File: config.mk
export PLATFORM = sky130hd
export DESIGN_NAME = adcfl_top
export DESIGN_NICKNAME = d
export VERILOG_FILES = /design/src/shared/adcfl_pkg.sv /design/src/shared/adcfl_acc_if.sv /design/src/rtl/adcfl_seq.sv /design/src/rtl/adcfl_top.sv /design/src/rtl/adcfl_wbs.sv
export SDC_FILE = /design/constraint.sdc
export NUM_CORES = 1
export LEC_CHECK = 0
export BUFFER_PORTS_ARGS = -buffer_cell sky130_fd_sc_hd__clkbuf_2
export CAP_MARGIN = 20
export CORE_AREA = 5 5 173 175
export DETAILED_ROUTE_END_ITERATION = 12
export DIE_AREA = 0 0 178 180
export GPL_ROUTABILITY_DRIVEN = 0
export PLACE_DENSITY = 0.53
export SYNTH_ARGS = -nofsm -noshare
export SYNTH_HDL_FRONTEND = slang
export SYNTH_HIERARCHICAL = 1
export SYNTH_SLANG_ARGS = --single-unit
File: constraint.sdc
create_clock -name I_REF_CLK -period 4.7 [get_ports I_REF_CLK]
set_input_delay 0.94 -clock I_REF_CLK [delete_from_list [all_inputs] [get_ports I_REF_CLK]]
set_output_delay 0.94 -clock I_REF_CLK [all_outputs]
set_load 0.01 [all_outputs]
File: src/shared/adcfl_pkg.sv
package adcfl_pkg;
  // ****************************************
  // sizes
  // ****************************************
  localparam int unsigned ADCFL_NCH = 8;
  localparam int unsigned ADCFL_DW = 10;
  localparam int unsigned ADCFL_AW = 8;
  localparam int unsigned ADCFL_IRQ_W = 4;
  // ****************************************
  // register byte offsets
  // ****************************************
  localparam logic [7:0] ADCFL_OFS_CTRL = 8'h00;
  localparam logic [7:0] ADCFL_OFS_MODE = 8'h04;
  localparam logic [7:0] ADCFL_OFS_CHEN = 8'h10;
  localparam logic [7:0] ADCFL_OFS_CHDIS = 8'h14;
  localparam logic [7:0] ADCFL_OFS_CHSR = 8'h18;
  localparam logic [7:0] ADCFL_OFS_STAT = 8'h1c;
  localparam logic [7:0] ADCFL_OFS_LAST = 8'h20;
  localparam logic [7:0] ADCFL_OFS_IST = 8'h2c;
  localparam logic [7:0] ADCFL_OFS_ICLR = 8'h30;
  localparam logic [7:0] ADCFL_OFS_IEN = 8'h34;
  localparam logic [7:0] ADCFL_OFS_CDR0 = 8'h40;
  // ****************************************
  // field positions
  // ****************************************
  localparam int unsigned ADCFL_CTRL_START = 1;
  localparam int unsigned ADCFL_MODE_SLEEP = 5;
  localparam int unsigned ADCFL_STAT_OVR_LSB = 8;
  localparam int unsigned ADCFL_STAT_DATA_READY_FLAG = 16;
  localparam int unsigned ADCFL_STAT_GOVR = 17;
  localparam int unsigned ADCFL_STAT_BUSY = 18;
  localparam int unsigned ADCFL_STAT_SLEEP = 19;
  localparam int unsigned ADCFL_LAST_CH_LSB = 12;
  localparam int unsigned ADCFL_IRQ_EOC = 0;
  localparam int unsigned ADCFL_IRQ_DATA_READY_FLAG = 1;
  localparam int unsigned ADCFL_IRQ_OVR = 2;
  localparam int unsigned ADCFL_IRQ_GOVR = 3;
  // ****************************************
  // reset values
  // ****************************************
  localparam logic ADCFL_RST_SLEEP = 1'b0;
  localparam logic [3:0] ADCFL_RST_IEN = 4'h0;
  // ****************************************
  // conversion sequencer states
  // ****************************************
  typedef enum logic [1:0] {
    ADCFL_S_IDLE = 2'b00,
    ADCFL_S_CONV = 2'b01,
    ADCFL_S_SLEEP = 2'b10
  } adcfl_seq_e;
endpackage

File: src/shared/adcfl_acc_if.sv
// one accepted register access, from the bus slave to the register file
interface adcfl_acc_if #(
  parameter int unsigned AW = 8
);
  logic acc;
  logic we;
  logic [AW-1:0] adr;
  logic [31:0] wdat;
  logic [31:0] wmask;
  logic [31:0] rdat;
  modport slv (output acc, we, adr, wdat, wmask, input rdat);
  modport regs (input acc, we, adr, wdat, wmask, output rdat);
endinterface

File: src/rtl/adcfl_seq.sv
module adcfl_seq (
  // clock and reset
  input wire logic i_clk,
  input wire logic i_srst,
  // control
  input wire logic i_start,
  input wire logic i_sleep_sel,
  // conversion core
  input wire logic i_eoc,
  input wire logic i_seq_end,
  output logic o_start,
  // state
  output logic o_busy,
  output logic o_sleep
);
  import adcfl_pkg::*;

  adcfl_seq_e state_r;
  adcfl_seq_e state_nxt;
  logic start_r;

  // sleep only entered at the end of a conversion
  always_comb
  begin
    state_nxt = state_r;
    unique case (state_r)
      ADCFL_S_IDLE:
        if (i_start)
          state_nxt = ADCFL_S_CONV;
      ADCFL_S_CONV:
        if (i_eoc && i_seq_end)
          state_nxt = i_sleep_sel ? ADCFL_S_SLEEP : ADCFL_S_IDLE;
      ADCFL_S_SLEEP:
        if (i_start)
          state_nxt = ADCFL_S_CONV;
        else if (!i_sleep_sel)
          state_nxt = ADCFL_S_IDLE;
      default:
        state_nxt = ADCFL_S_IDLE;
    endcase
  end

  // state and start pulse to the core
  always_ff @(posedge i_clk)
  begin
    if (i_srst)
    begin
      state_r <= ADCFL_S_IDLE;
      start_r <= 1'b0;
    end
    else
    begin
      state_r <= state_nxt;
      start_r <= i_start && (state_r != ADCFL_S_CONV);
    end
  end

  assign o_start = start_r;
  assign o_busy = (state_r == ADCFL_S_CONV);
  assign o_sleep = (state_r == ADCFL_S_SLEEP);
endmodule

File: src/rtl/adcfl_top.sv
// Notes on behaviour
// - data ready cleared only by last result read
// - data ready set only when data stored
// - completion with flag set, other read: ready set
// - disable elsewhere never blocks data ready
// - status read still updates general overrun
// - completion while data ready gives general overrun
// - general overrun set despite other channel read
// - disable elsewhere: both overrun flags still set
// - status read clears channel overrun unless set same cycle
// - channel read clears its end flag, last read clears all end flags, unless set same cycle
// - disabled channel never raises end flag
// - channel read clears only its own flag
// - sleep entered at end of next conversion
//
// The Wishbone slave port and the register addresses were left to the implementer.
module adcfl_top #(
  parameter int unsigned NCH = adcfl_pkg::ADCFL_NCH,
  parameter int unsigned DW = adcfl_pkg::ADCFL_DW
) (
  // clock and reset
  input wire logic I_REF_CLK,
  input wire logic I_SRST,
  // wishbone slave
  input wire logic I_WB_CYC,
  input wire logic I_WB_STB,
  input wire logic I_WB_WE,
  input wire logic [adcfl_pkg::ADCFL_AW-1:0] I_WB_ADR,
  input wire logic [3:0] I_WB_SEL,
  input wire logic [31:0] I_WB_DAT,
  output logic [31:0] O_WB_DAT,
  output logic O_WB_ACK,
  // conversion core
  input wire logic I_EOC,
  input wire logic [$clog2(NCH)-1:0] I_EOC_CH,
  input wire logic [DW-1:0] I_EOC_DATA,
  input wire logic I_SEQ_END,
  output logic O_START,
  output logic [NCH-1:0] O_CH_EN,
  output logic O_SLEEP,
  // interrupt
  output logic O_IRQ
);
  import adcfl_pkg::*;

  localparam int unsigned CHW = $clog2(NCH);
  localparam int unsigned AW = ADCFL_AW;

  adcfl_acc_if #(.AW(AW)) acc_b ();

  // ****************************************
  // decode helpers
  // ****************************************
  function automatic logic [NCH-1:0] ch_bit(input logic [CHW-1:0] ch);
    ch_bit = '0;
    ch_bit[ch] = 1'b1;
  endfunction

  logic wr;
  logic rd;
  logic wr_ctrl;
  logic wr_mode;
  logic wr_chen;
  logic wr_chdis;
  logic wr_iclr;
  logic wr_ien;
  logic rd_sr;
  logic rd_last;
  logic rd_cdr;
  logic hit_cdr;
  logic [AW-1:0] cdr_off;
  logic [CHW-1:0] cdr_idx;
  logic [31:0] wd;

  // state
  logic [NCH-1:0] chen_r;
  logic [NCH-1:0] chen_nxt;
  logic [NCH-1:0] eoc_r;
  logic [NCH-1:0] eoc_nxt;
  logic [NCH-1:0] ovr_r;
  logic [NCH-1:0] ovr_nxt;
  logic data_ready_flag_r;
  logic data_ready_flag_nxt;
  logic govr_r;
  logic govr_nxt;
  logic sleep_sel_r;
  logic [ADCFL_IRQ_W-1:0] ist_r;
  logic [ADCFL_IRQ_W-1:0] ist_nxt;
  logic [ADCFL_IRQ_W-1:0] ist_set;
  logic [ADCFL_IRQ_W-1:0] ien_r;
  logic [DW-1:0] cdr_r [NCH];
  logic [DW-1:0] last_r;
  logic [CHW-1:0] last_ch_r;

  // events
  logic store;
  logic [NCH-1:0] set_m;
  logic [NCH-1:0] clr_m;
  logic [NCH-1:0] ovr_set_m;
  logic govr_set;
  logic start_cmd;
  logic busy;

  // ****************************************
  // bus slave and sequencer
  // ****************************************
  adcfl_wbs u_wbs (
    .i_clk(I_REF_CLK),
    .i_srst(I_SRST),
    .i_cyc(I_WB_CYC),
    .i_stb(I_WB_STB),
    .i_we(I_WB_WE),
    .i_adr(I_WB_ADR),
    .i_sel(I_WB_SEL),
    .i_dat(I_WB_DAT),
    .o_dat(O_WB_DAT),
    .o_ack(O_WB_ACK),
    .acc_p(acc_b.slv)
  );

  adcfl_seq u_seq (
    .i_clk(I_REF_CLK),
    .i_srst(I_SRST),
    .i_start(start_cmd),
    .i_sleep_sel(sleep_sel_r),
    .i_eoc(I_EOC),
    .i_seq_end(I_SEQ_END),
    .o_start(O_START),
    .o_busy(busy),
    .o_sleep(O_SLEEP)
  );

  // access decode
  assign wr = acc_b.acc & acc_b.we;
  assign rd = acc_b.acc & ~acc_b.we;
  assign wd = acc_b.wdat & acc_b.wmask;
  assign wr_ctrl = wr && (acc_b.adr == ADCFL_OFS_CTRL);
  assign wr_mode = wr && (acc_b.adr == ADCFL_OFS_MODE);
  assign wr_chen = wr && (acc_b.adr == ADCFL_OFS_CHEN);
  assign wr_chdis = wr && (acc_b.adr == ADCFL_OFS_CHDIS);
  assign wr_iclr = wr && (acc_b.adr == ADCFL_OFS_ICLR);
  assign wr_ien = wr && (acc_b.adr == ADCFL_OFS_IEN);
  assign rd_sr = rd && (acc_b.adr == ADCFL_OFS_STAT);
  assign rd_last = rd && (acc_b.adr == ADCFL_OFS_LAST);
  assign cdr_off = acc_b.adr - ADCFL_OFS_CDR0;
  assign cdr_idx = cdr_off[CHW+1:2];
  assign hit_cdr = (acc_b.adr >= ADCFL_OFS_CDR0) && (cdr_off < AW'(4 * NCH)) && (cdr_off[1:0] == 2'b00);
  assign rd_cdr = rd && hit_cdr;
  assign start_cmd = wr_ctrl && wd[ADCFL_CTRL_START];

  // ****************************************
  // flag update
  // ****************************************
  always_comb
  begin
    store = I_EOC && chen_r[I_EOC_CH];
    set_m = store ? ch_bit(I_EOC_CH) : '0;
    clr_m = rd_last ? '1 : (rd_cdr ? ch_bit(cdr_idx) : '0);
    eoc_nxt = set_m | (eoc_r & ~clr_m);
    ovr_set_m = set_m & eoc_r;
    ovr_nxt = ovr_set_m | (rd_sr ? '0 : ovr_r);
    data_ready_flag_nxt = store | (data_ready_flag_r & ~rd_last);
    govr_set = store & data_ready_flag_r;
    govr_nxt = govr_set | (govr_r & ~rd_sr);
    chen_nxt = chen_r;
    if (wr_chen)
      chen_nxt = chen_nxt | wd[NCH-1:0];
    if (wr_chdis)
      chen_nxt = chen_nxt & ~wd[NCH-1:0];
  end

  // status flags
  always_ff @(posedge I_REF_CLK)
  begin
    if (I_SRST)
    begin
      eoc_r <= '0;
      ovr_r <= '0;
      data_ready_flag_r <= 1'b0;
      govr_r <= 1'b0;
    end
    else
    begin
      eoc_r <= eoc_nxt;
      ovr_r <= ovr_nxt;
      data_ready_flag_r <= data_ready_flag_nxt;
      govr_r <= govr_nxt;
    end
  end

  // channel enables and sleep selection
  always_ff @(posedge I_REF_CLK)
  begin
    if (I_SRST)
    begin
      chen_r <= '0;
      sleep_sel_r <= ADCFL_RST_SLEEP;
    end
    else
    begin
      chen_r <= chen_nxt;
      if (wr_mode && acc_b.wmask[ADCFL_MODE_SLEEP])
        sleep_sel_r <= acc_b.wdat[ADCFL_MODE_SLEEP];
    end
  end

  // result storage, only for enabled channels
  always_ff @(posedge I_REF_CLK)
  begin
    if (I_SRST)
    begin
      for (int i = 0; i < NCH; i++)
        cdr_r[i] <= '0;
      last_r <= '0;
      last_ch_r <= '0;
    end
    else if (store)
    begin
      cdr_r[I_EOC_CH] <= I_EOC_DATA;
      last_r <= I_EOC_DATA;
      last_ch_r <= I_EOC_CH;
    end
  end

  // ****************************************
  // interrupt
  // ****************************************
  always_comb
  begin
    ist_set = '0;
    ist_set[ADCFL_IRQ_EOC] = store;
    ist_set[ADCFL_IRQ_DATA_READY_FLAG] = store & ~data_ready_flag_r;
    ist_set[ADCFL_IRQ_OVR] = |ovr_set_m;
    ist_set[ADCFL_IRQ_GOVR] = govr_set;
    ist_nxt = ist_set | (ist_r & ~(wr_iclr ? wd[ADCFL_IRQ_W-1:0] : '0));
  end

  // sticky status and enable
  always_ff @(posedge I_REF_CLK)
  begin
    if (I_SRST)
    begin
      ist_r <= '0;
      ien_r <= ADCFL_RST_IEN;
    end
    else
    begin
      ist_r <= ist_nxt;
      if (wr_ien)
        ien_r <= (ien_r & ~acc_b.wmask[ADCFL_IRQ_W-1:0]) | wd[ADCFL_IRQ_W-1:0];
    end
  end

  assign O_IRQ = |(ist_r & ien_r);
  assign O_CH_EN = chen_r;

  // ****************************************
  // read mux
  // ****************************************
  always_comb
  begin
    acc_b.rdat = 32'h0000_0000;
    case (acc_b.adr)
      ADCFL_OFS_MODE:
        acc_b.rdat[ADCFL_MODE_SLEEP] = sleep_sel_r;
      ADCFL_OFS_CHSR:
        acc_b.rdat[NCH-1:0] = chen_r;
      ADCFL_OFS_STAT:
      begin
        acc_b.rdat[NCH-1:0] = eoc_r;
        acc_b.rdat[ADCFL_STAT_OVR_LSB +: NCH] = ovr_r;
        acc_b.rdat[ADCFL_STAT_DATA_READY_FLAG] = data_ready_flag_r;
        acc_b.rdat[ADCFL_STAT_GOVR] = govr_r;
        acc_b.rdat[ADCFL_STAT_BUSY] = busy;
        acc_b.rdat[ADCFL_STAT_SLEEP] = O_SLEEP;
      end
      ADCFL_OFS_LAST:
      begin
        acc_b.rdat[DW-1:0] = last_r;
        acc_b.rdat[ADCFL_LAST_CH_LSB +: CHW] = last_ch_r;
      end
      ADCFL_OFS_IST:
        acc_b.rdat[ADCFL_IRQ_W-1:0] = ist_r;
      ADCFL_OFS_IEN:
        acc_b.rdat[ADCFL_IRQ_W-1:0] = ien_r;
      default:
        if (hit_cdr)
          acc_b.rdat[DW-1:0] = cdr_r[cdr_idx];
    endcase
  end
endmodule

File: src/rtl/adcfl_wbs.sv
module adcfl_wbs (
  // clock and reset
  input wire logic i_clk,
  input wire logic i_srst,
  // classic wishbone slave
  input wire logic i_cyc,
  input wire logic i_stb,
  input wire logic i_we,
  input wire logic [adcfl_pkg::ADCFL_AW-1:0] i_adr,
  input wire logic [3:0] i_sel,
  input wire logic [31:0] i_dat,
  output logic [31:0] o_dat,
  output logic o_ack,
  // accepted access
  adcfl_acc_if.slv acc_p
);
  import adcfl_pkg::*;

  logic ack_r;
  logic [31:0] dat_r;

  // one access per request, taken in the cycle before ack
  assign acc_p.acc = i_cyc & i_stb & ~ack_r;
  assign acc_p.we = i_we;
  assign acc_p.adr = i_adr;
  assign acc_p.wdat = i_dat;
  assign acc_p.wmask = {{8{i_sel[3]}}, {8{i_sel[2]}}, {8{i_sel[1]}}, {8{i_sel[0]}}};

  // ack one cycle after the request, dropped the cycle after
  always_ff @(posedge i_clk)
  begin
    if (i_srst)
      ack_r <= 1'b0;
    else
      ack_r <= acc_p.acc;
  end

  // read data captured with the access
  always_ff @(posedge i_clk)
  begin
    if (i_srst)
      dat_r <= 32'h0000_0000;
    else if (acc_p.acc && !i_we)
      dat_r <= acc_p.rdat;
  end

  assign o_ack = ack_r;
  assign o_dat = dat_r;
endmodule

== Yosys cells after proc, flatten, opt, wreduce, memory -nomap -nowiden ==
Memory sizes are Yosys's and may differ from the RTL's.
Index checks and enable logic that the tools add are counted.
Operators by class
  add/sub/neg operators: 1
  $lt $le $gt $ge: 6
  equality and inequality tests: 15
  muxes and demuxes: 36
  bitwise gates (word level): 31
  reduce and logical (&&, ||, !) cells: 30
Operators by type and width (number)
  two-way mux 8 bit: 6
  AND 8 bit: 4
  equality test 8 x 5 -> 1 bit, second input constant: 4
  equality test 8 x 6 -> 1 bit, second input constant: 4
  bitwise OR 8 bit: 3
  case mux 4 bit (6 select lines): 1
  two-way mux 10 bit: 2
  logical AND 1 bit: 19
  NOT 8 bit: 2
  AND 4 bit: 3
  two-way mux 2 bit: 6
  case mux 2 bit (3 select lines): 2
  OR reduction 10 bit: 1
  two-way mux 1 bit: 9
  AND 1 bit: 8
  equality test 8 x 3 -> 1 bit, second input constant: 1
  greater-or-equal comparator 8 x 7 -> 1 bit, second input constant: 1
  logical NOT 8 bit: 1
  < comparator 3 x 4 -> 1 bit, second input constant: 2
  < comparator 8 x 6 -> 1 bit, second input constant: 1
  NOT 4 bit: 2
  bitwise OR 4 bit: 2
  case mux 2 bit (4 select lines): 1
  OR reduction 4 bit: 2
  other kinds (22): 32
Storage, ports and cells
  flip-flop bits (word level): 72
  RAM bits: 80
  bits of input ports: 64
  memories: 1
Memory list
  cdr_r: words 8, bits a word 10, read ports 1, clocked after Yosys merged registers in 0, write ports 8, RTL line adcfl_top.sv:91  | logic [DW-1:0] cdr_r [NCH];

== Longest topological paths before layout ==
Gate-level depths: netlist (run 1).
  depth after elaboration: 10
  depth in mapped cells: 9
  gate-level depth less buffers: 8

== By module ==
Netlist (run 1), hierarchy kept.
By module, submodules not included
  adcfl_top: instances 1, cells an instance 542, area each 6113.4 um2, sequential area each 3363.2 um2
  adcfl_wbs: instances 1, cells an instance 217, area each 2064.5 um2, sequential area each 660.6 um2
  adcfl_seq: instances 1, cells an instance 12, area each 128.9 um2, sequential area each 60.1 um2

== Worst setup path before layout (run 1) ==
OpenSTA, ideal clock, no wires.
  path type: input-to-reg
  start point: input I_EOC_CH[1]
  end point: memory cdr_r[0][0] (netlist name) (enable)
  setup time: 0.394 ns
  arrival: 2.689 ns
  path slack: 1.618 ns
  stages: 5
  buffers on the path: 1
  cells stage by stage: buf_2 or2_1 o22ai_4 o21ai_1 o31ai_1
RTL lines
  start: declaration: RTL line adcfl_top.sv:35  | input wire logic [$clog2(NCH)-1:0] I_EOC_CH,
  end: declaration: RTL line adcfl_top.sv:91

==> impl_metrics.ini, run 1 <==
[global_route]
grt_pass1_wl_microns = 33800
grt_use_total_pct = 13.6
grt_busiest_layer = met2
met2_usage_pct = 21.2
grtUsageMet3_pct = 3.68
grt_overflow = 0
gr-usage-met1_pct = 19.3
grt_pass1_vias = 5640
grt_max_degree = 79
antenna_found_initial = 2

[cts]
cts_resized = 0
clkSinkCount = 164
cts_tree = built
clk_latency_ns = 0.42
root_buffer = clkbuf_16
cts_hold_buffers = 0
cts_max_path_buffers = 2
h-tree-depth = 4
post_cts_buffers = 0
cts_buffers = 17
clkTransAtPathRegs_ns = 0.07

[worst_setup_path]
max_stage_delay_ns = 0.63
critPathCapture = cdr_r[6][1]
reg2reg_setup_slack_ns = 2.59
cp.depth = 6
startpoint = I_EOC_CH[0]
critical_path_class = input pin to flip-flop
worstPathArrival_ns = 3.09
critical_path_peak_fanout = 28
timing.rr.start = O_CH_EN[6]
ff2ff_path_depth = 5
path_buf_inv = 2
critPathSlowestCell = clkbuf_2
worstReg2RegEnd = cdr_r[6][1]
path_delay_family = buffers and inverters
critPathCaptureType = flip-flop
required_ns = 4.86
path_cells = clkbuf_2, mux2i_1, o22ai_4, o21ai_1, o31ai_1, buf_4
start_kind = input pin

[drt]
drc = 0
wire_per_inst_microns = 18.7
num_vias = 5713
wl_microns = 22000
drtPass1Iterations = 5
postRouteAntennaNets = 0
vias_per_cell = 4.85
drt_iter0_drc = 435

[floorplanning]
die_h_microns = 180
die_area_sq_um = 32000
ioPinCount = 108
die_w_microns = 178
row_count = 62
core_sq_um = 28300
start_util_pct = 28.1

[cells_and_area]
regArea_sq_um = 4080
syn2layout_area_growth_pct = 15.3
nets = 845
fillers = 2892
antenna_cells = 0
drive_gt1_share_pct = 20.5
multi_input_area_sq_um = 3390

[place]
preCtsSetupSlack_ns = 1.40
dpl.hpwl_microns = 15200
io_buffer_count = 80

[status]
status = finished clean

[run]
maxCapViolCount = 0

[timing]
finClkSkew_ns = 0.00714
fin_crit_ns = 2.93
rsz0062_at_grt = false
relSlewSlack_pct = 42.3
period_share_pct = 62.3
fmax_mhz = 342
final-hold-violation-count = 0
tightest_slew_ns = 0.855
fin_tns_setup_ns = 0
layout_setup_ws_ns = 1.77
finalSetupViolations = 0
drv_slew = 0

[yosys]
syn_area_per_cell_sq_um = 11.0
yosysWarningCount = 6
syn_area_sq_um = 7950
syn_inst = 723

[power_and_ir_drop]
power_density_nw_per_um2 = 346
ir_drop_v = 0.000240
p_leak_nw = 3.25

[hold_path]
min_path_type = flip-flop to flip-flop
## power breakdown
| group | internal [mW] | switching, mW | total [mW] |
|---|---|---|---|
| sequential | 1.52 | 0.00823 | 1.53 |
| clock | 0.832 | 0.588 | 1.42 |
| combinational | 0.0801 | 0.141 | 0.221 |
## cell usage in the layout, fill, tap and decap left out, drive strengths merged, types with 2 or more instances in the layout
master and instances:
nand4 3, o21ai 18, clkinv 2, buf 22, a32oi 2, and3 3
dfxtp 84, o41ai 8, mux4 21, a32o 2, o221ai 6, bufinv 2
a22oi 8, a22o 6, inv 21, conb 12, and2 10, nand2b 69
a31oi 8, nor2b 5, mux2i 66, nor3 4, a311oi 8, nor4b 4
a21oi 3, a41oi 2, o31ai 11, o211ai 11, o311ai 3, nor2 88
nand3 5, nor4 2, o22ai 8, nor4bb 2, clkbuf 100, edfxtp 80
nand2 72
## layer usage
layer  wire length, microns  up-vias
met1                  10000     2786
met4                    184        4
li1                       -     2704
met3                   1690       18
met2                  10100      201
met5                     21        -
## worst reg2reg max path: cells and delay by family, from the launching register on
family / cells / cell delay (ns)
AOI/OAI and AO/OA: 3 / 0.92
buffers and inverters: 1 / 0.29
DFF: 1 / 0.46
muxes: 1 / 0.13
## stage by stage
step           util [%]  total power, mW  instance area, sq um  std cells  hold slack (ns)
3_3_place_gp       30.3             1.78                  8570       1146            0.441
5_1_grt            32.4             3.28                  9160       1178            0.489
6_report           32.4             3.17                  9160       1178            0.457
3_5_place_dp       30.3             1.78                  8570       1146            0.446
4_1_cts            32.4             3.20                  9160       1178            0.462
2_1_floorplan         -             1.72                  7990        734            0.417
## how the worst min path moves through the flow
| stage | from | end | slack (ns) | depth (start not counted) |
|---|---|---|---|---|
| after floorplan | ovr_r[7] | ovr_r[7] | 0.42 | 2 |
| after global placement | ovr_r[3] | ovr_r[3] | 0.44 | 2 |
| after detailed placement | last_r[2] | last_r[2] | 0.45 | 2 |
| after CTS | last_ch_r[1] | last_ch_r[1] | 0.46 | 2 |
| after global routing | ovr_r[7] | ovr_r[7] | 0.49 | 2 |
| final | ovr_r[2] | ovr_r[2] | 0.46 | 2 |
## sequential cells by signal (all words and copies together) (netlist names), named ones only
| name | flops |
|---|---|
| O_CH_EN | 5 |
| cdr_r | 80 |
| data_ready_flag_r | 1 |
| eoc_r | 8 |
| govr_r | 1 |
| ist_r | 4 |
| last_ch_r | 3 |
| last_r | 10 |
| ovr_r | 8 |
| sleep_sel_r | 1 |
| u_seq/o_start | 1 |
| u_seq/state_r | 2 |
| u_wbs/o_ack | 1 |
| u_wbs/o_dat | 32 |
## layout make-up
cell class	count	area share (%)
flip-flops and latches	164	44.6
repair buffers	102	6.17
inverters	14	0.574
multi-input cells	482	37.0
clock inverters	12	1.37
well taps	384	5.24
clock buffers	20	5.12
(Power assumes the default switching activity.)
==> run 2, diff against run 1 <==
==> constraint.sdc (replaced) <==
create_clock -name I_REF_CLK -period 3 [get_ports I_REF_CLK]
set_input_delay 0.6 -clock I_REF_CLK [delete_from_list [all_inputs] [get_ports I_REF_CLK]]
set_output_delay 0.6 -clock I_REF_CLK [all_outputs]
set_load 0.01 [all_outputs]
==> run 2 against run 1 <==
Total power is 59% higher. Sequential share of layout area is 0.79 points lower. Worst hold slack worse by 0.078 ns. Clock skew is 0.0033 ns higher. Final cell count is 1.2% higher. Global-route usage is 0.27 points higher. Critical path type unchanged. Largest cell class unchanged. First-iteration DRC count is 15% lower. Worst setup slack worse by 0.86 ns. Core utilization is 0.58 points higher. Final area is 1.8% higher.
==> impl_metrics.ini, run 2 (synthesis gave the netlist of run 1 again) <==
[power_and_ir_drop]
internal-power_mw = 3.79
power_frac_clock_pct = 45.4
switching_power_mw = 1.25
pwr-share-comb_pct = 7.1
seq_power_share_pct = 47.5
p_leak_nw = 3.33
power_density_nw_per_um2 = 541
swShare_pct = 24.9
total_power_mw = 5.04
ir_drop_v = 0.000453

[floorplanning]
start_util_pct = 28.1
die_h_microns = 180
ioPinCount = 108
core_sq_um = 28300
die_w_microns = 178
row_count = 62
die_area_sq_um = 32000

[place]
dpl_cell_area_sq_um = 8710
dp.cells = 1160
dpl.hpwl_microns = 15800
preCtsSetupSlack_ns = 0.488
io_buffer_count = 80

[timing]
fmax_mhz = 479
fin_crit_ns = 2.09
relSlewSlack_pct = 52.8
period_share_pct = 69.6
tightest_slew_ns = 0.707
drv_slew = 0
rsz0062_at_grt = false
finClkSkew_ns = 0.0104
final-hold-violation-count = 0
fin_tns_setup_ns = 0
layout_setup_ws_ns = 0.913
finalSetupViolations = 0

[cts]
cts_tree = built
cts_max_path_buffers = 2
clk_latency_ns = 0.43
clkSinkCount = 164
h-tree-depth = 4
cts_buffers = 17
post_cts_buffers = 0
clkTransAtPathRegs_ns = 0.07
cts_resized = 0
root_buffer = clkbuf_16
cts_hold_buffers = 0

[drt]
wl_microns = 22400
drtPass1Iterations = 5
drt_iter0_drc = 370
postRouteAntennaNets = 0
wire_per_inst_microns = 18.8
vias_per_cell = 4.81
drc = 0
num_vias = 5734

[worst_setup_path]
critical_path_class = input pin to flip-flop
critPathCaptureType = flip-flop
start_kind = input pin
worstPathArrival_ns = 2.37
required_ns = 3.29
critical_path_peak_fanout = 21

[cells_and_area]
fillers = 2894
largest_register_ffs = 80
final_cell_area_sq_um = 9330
regMostFlops = cdr_r
instances_no_fill = 1192
nets = 859
final_common_cell = nor2_1
antenna_cells = 0
syn2layout_area_growth_pct = 17.4
final_cell_mix = 88 x nor2_1, 84 x dfxtp_1, 80 x edfxtp_1, 80 x clkbuf_2, 72 x nand2_1
drive_gt1_share_pct = 22.2

[global_route]
grt_max_degree = 85
grt_pass1_vias = 5812
grt_pass1_wl_microns = 34300
grt_overflow = 0
met2_usage_pct = 22.5
grtUsageMet3_pct = 3.68
antenna_found_initial = 2
gr-usage-met1_pct = 18.7
grt_busiest_layer = met2
grt_use_total_pct = 13.9

[run]
maxCapViolCount = 0

[status]
status = finished clean

[hold_path]
min_path_type = input pin to flip-flop
[run 2: final cells by class]
class                           instances  area (sq um)  area share, %
Sequential cell                       164          4080           43.8
Multi-Input combinational cell        482          3390           36.3
Timing Repair Buffer                  116           708           7.59
Tap cell                              384           480           5.15
Clock buffer                           17           425           4.56
Clock inverter                         15           191           2.05
Inverter                               14          52.6          0.563
[run 2: layer usage]
layer / wire, microns / part of all wire, %
met5: 27 / 0.12
met4: 287 / 1.3
met3: 1400 / 6.2
met2: 10600 / 47
met1: 10100 / 45
[run 2: path summary, 6_finish.rpt]
path                                  start  cells past startpoint              to  slack [ns]
worst max-delay path            I_WB_ADR[3]                      7  u_wbs/o_dat[3]        0.91
worst min-delay path            I_WB_DAT[4]                      2      O_CH_EN[4]        0.38
worst max register to register   O_CH_EN[7]                      6     cdr_r[5][2]        0.96
worst min register to register    last_r[6]                      2       last_r[6]        0.46
[run 2: worst max-delay path, stage by stage]
cell and delay [ns]:
clkbuf_2 0.51, mux4_2 0.40, mux2i_1 0.28, nor2_1 0.07, a2111o_1 0.34, nand2b_1 0.11, mux2i_1 0.07
[run 2: power by group through the flow]
stage                     sequential [mW]  combinational [mW]  clock, mW
after floorplan                      2.45               0.247          0
after global placement               2.44               0.356          0
after detailed placement             2.45               0.359          0
after CTS                            2.40               0.360       2.33
after global routing                 2.40               0.386       2.43
final                                2.39               0.358       2.29
[run 2: through the flow]
stage               hold slack, ns  util (%)
floorplan                    0.417         -
global placement             0.445      30.8
detailed placement           0.447      30.8
CTS                          0.367      32.9
global route                 0.370      32.9
finish                       0.380      32.9
==> run 3, diff against run 2 <==
--- a/config.mk
+++ b/config.mk
@@ -5,13 +5,14 @@
 export SDC_FILE = /design/constraint.sdc
 export NUM_CORES = 1
 export LEC_CHECK = 0
+export ABC_AREA = 1
 export BUFFER_PORTS_ARGS = -buffer_cell sky130_fd_sc_hd__clkbuf_2
 export CAP_MARGIN = 20
-export CORE_AREA = 5 5 173 175
+export CORE_AREA = 5 5 171 173
 export DETAILED_ROUTE_END_ITERATION = 12
-export DIE_AREA = 0 0 178 180
+export DIE_AREA = 0 0 176 178
 export GPL_ROUTABILITY_DRIVEN = 0
-export PLACE_DENSITY = 0.53
+export PLACE_DENSITY = 0.54
 export SYNTH_ARGS = -nofsm -noshare
 export SYNTH_HDL_FRONTEND = slang
 export SYNTH_HIERARCHICAL = 1
==> constraint.sdc (replaced) <==
create_clock -name I_REF_CLK -period 1.96 [get_ports I_REF_CLK]
set_input_delay 0.392 -clock I_REF_CLK [delete_from_list [all_inputs] [get_ports I_REF_CLK]]
set_output_delay 0.392 -clock I_REF_CLK [all_outputs]
set_load 0.01 [all_outputs]
==> run 3 against run 2 <==
Clock power rose by 53%. Register-to-register slack got worse by 0.83 ns. Synthesized cell count rose by 25%. Global-route usage rose by 0.97 points. Clock-buffer cell count did not move. Non-clock buffer count rose by 38. Final cell count rose by 15%. Total power rose by 58%. Critical endpoint is now cdr_r[5][3]. Largest power group unchanged.
==> impl_metrics.ini, run 3 <==
[worst_setup_path]
critPathCaptureType = flip-flop
timing.rr.start = O_CH_EN[4]
reg2reg_setup_slack_ns = 0.13
critPathSlowestCell = dfxtp_1
worstReg2RegEnd = cdr_r[5][3]
critical_path_class = flip-flop to flip-flop
start_kind = flip-flop
critPathCapture = cdr_r[5][3]
startpoint = O_CH_EN[4]
critical_path_peak_fanout = 16
required_ns = 2.09
path_cells = inv_1, nand2_1, nand3_1, nand2_1, inv_2, nand2_4, nand2_4, inv_6, nand3_1, nand2_1, buf_4
ff2ff_path_depth = 11
cpMostUsedCell = nand2_1
max_stage_delay_ns = 0.35
worstPathArrival_ns = 1.96

[cells_and_area]
drive_gt1_share_pct = 21.5
fillers = 2911
final_common_cell = nor2_1
final_cell_mix = 154 x nor2_1, 112 x nand2_1, 84 x dfxtp_1
syn2layout_area_growth_pct = 21.5
antenna_cells = 0
largest_register_ffs = 80
final_cell_area_sq_um = 9420
nets = 1081
regMostFlops = cdr_r

[hold_path]
min_path_type = input pin to flip-flop
holdPathStages = 3

[place]
dpl_cell_area_sq_um = 8790
dpl.hpwl_microns = 16600
io_buffer_count = 80

[drt]
postRouteAntennaNets = 0
wl_microns = 22900
drtPass1Iterations = 5
drc = 0
drt_iter0_drc = 512
num_vias = 6547
vias_per_cell = 4.76
wire_per_inst_microns = 16.6

[floorplanning]
row_count = 61
start_util_pct = 28.2
die_w_microns = 176
ioPinCount = 108
core_sq_um = 27500
die_h_microns = 178
die_area_sq_um = 31300

[timing]
period_share_pct = 93.2
finalSetupViolations = 0
fin_crit_ns = 1.83
tightest_slew_ns = 0.661
finClkSkew_ns = 0.00869
relSlewSlack_pct = 55.9
rsz0062_at_grt = false
worst_hold_slack_ns = 0.234
final-hold-violation-count = 0
drv_slew = 0
fmax_mhz = 548

[global_route]
grt_use_total_pct = 14.9
grt_pass1_wl_microns = 36200
grt_pass1_vias = 6392
antenna_found_initial = 0
grt_overflow = 0
grt_max_degree = 65

[yosys]
syn_area_sq_um = 7750
syn_inst = 906
yosysWarningCount = 6
syn_area_per_cell_sq_um = 8.56

[cts]
clk_latency_ns = 0.43
h-tree-depth = 4
clkTransAtPathRegs_ns = 0.07
root_buffer = clkbuf_16
cts_buffers = 17
cts_hold_buffers = 0
cts_tree = built
cts_max_path_buffers = 2
clkSinkCount = 164

[run]
maxCapViolCount = 0

[status]
status = finished clean

[power_and_ir_drop]
power_density_nw_per_um2 = 848
p_leak_nw = 3.75
ir_drop_v = 0.000561
## run 3: where the power goes
| group | switching (mW) | leakage, nW | internal (mW) | total (mW) |
|---|---|---|---|---|
| sequential | 0.0557 | 1.51 | 3.71 | 3.76 |
| combinational | 0.454 | 1.94 | 0.258 | 0.712 |
| clock | 1.47 | 0.303 | 2.04 | 3.51 |
## run 3: worst min-delay path by stage
stage                       startpoint      endpoint  slack [ns]
after floorplan           last_ch_r[0]  last_ch_r[0]        0.44
after global placement        ovr_r[2]      ovr_r[2]        0.45
after detailed placement      ovr_r[3]      ovr_r[3]        0.46
after CTS                  I_WB_DAT[0]     flip-flop        0.23
after global routing       I_WB_DAT[0]     flip-flop        0.25
final                      I_WB_DAT[0]     flip-flop        0.23
## run 3: stage by stage
| step | worst slack (ns) | total power, mW | setup TNS (ns) | std cells | util (%) |
|---|---|---|---|---|---|
| floorplan | 0.0439 | 4.28 | 0 | 917 | - |
| global placement | -0.181 | 4.54 | -4.44 | 1344 | 32.0 |
| detailed placement | -0.217 | 4.55 | -5.70 | 1344 | 32.0 |
| CTS | 0.148 | 8.05 | 0 | 1376 | 34.3 |
| global route | 0.0141 | 8.30 | 0 | 1376 | 34.3 |
| finish | 0.134 | 7.99 | 0 | 1376 | 34.3 |
## run 3: layout make-up
| class | count | area (sq um) | area share [%] |
|---|---|---|---|
| Sequential cell | 164 | 4080 | 43.3 |
| Multi-Input combinational cell | 579 | 2820 | 29.9 |
| Timing Repair Buffer | 154 | 1070 | 11.3 |
| Tap cell | 346 | 433 | 4.59 |
| Clock buffer | 17 | 425 | 4.52 |
| Inverter | 101 | 390 | 4.14 |
| Clock inverter | 15 | 200 | 2.12 |
## run 3: metal layers
metal	part of all wire (%)	track usage (%)	up-vias
met5	0	0	-
met4	1.4	3.96	0
met3	6.3	3.22	20
met2	46	23.8	199
met1	46	20.5	3075
li1	-	-	3253
## run 3: worst max-delay path, delay by kind of cell, from the launching register on
kind	cells	cell delay [ns]
buf+inv	4	0.46
flops	1	0.35
simple gates	7	0.71
## run 3: what timing repair did
action,CTS,global route
setup endpoints to repair,0,5
gates resized for setup,0,2
buffers inserted,0,0
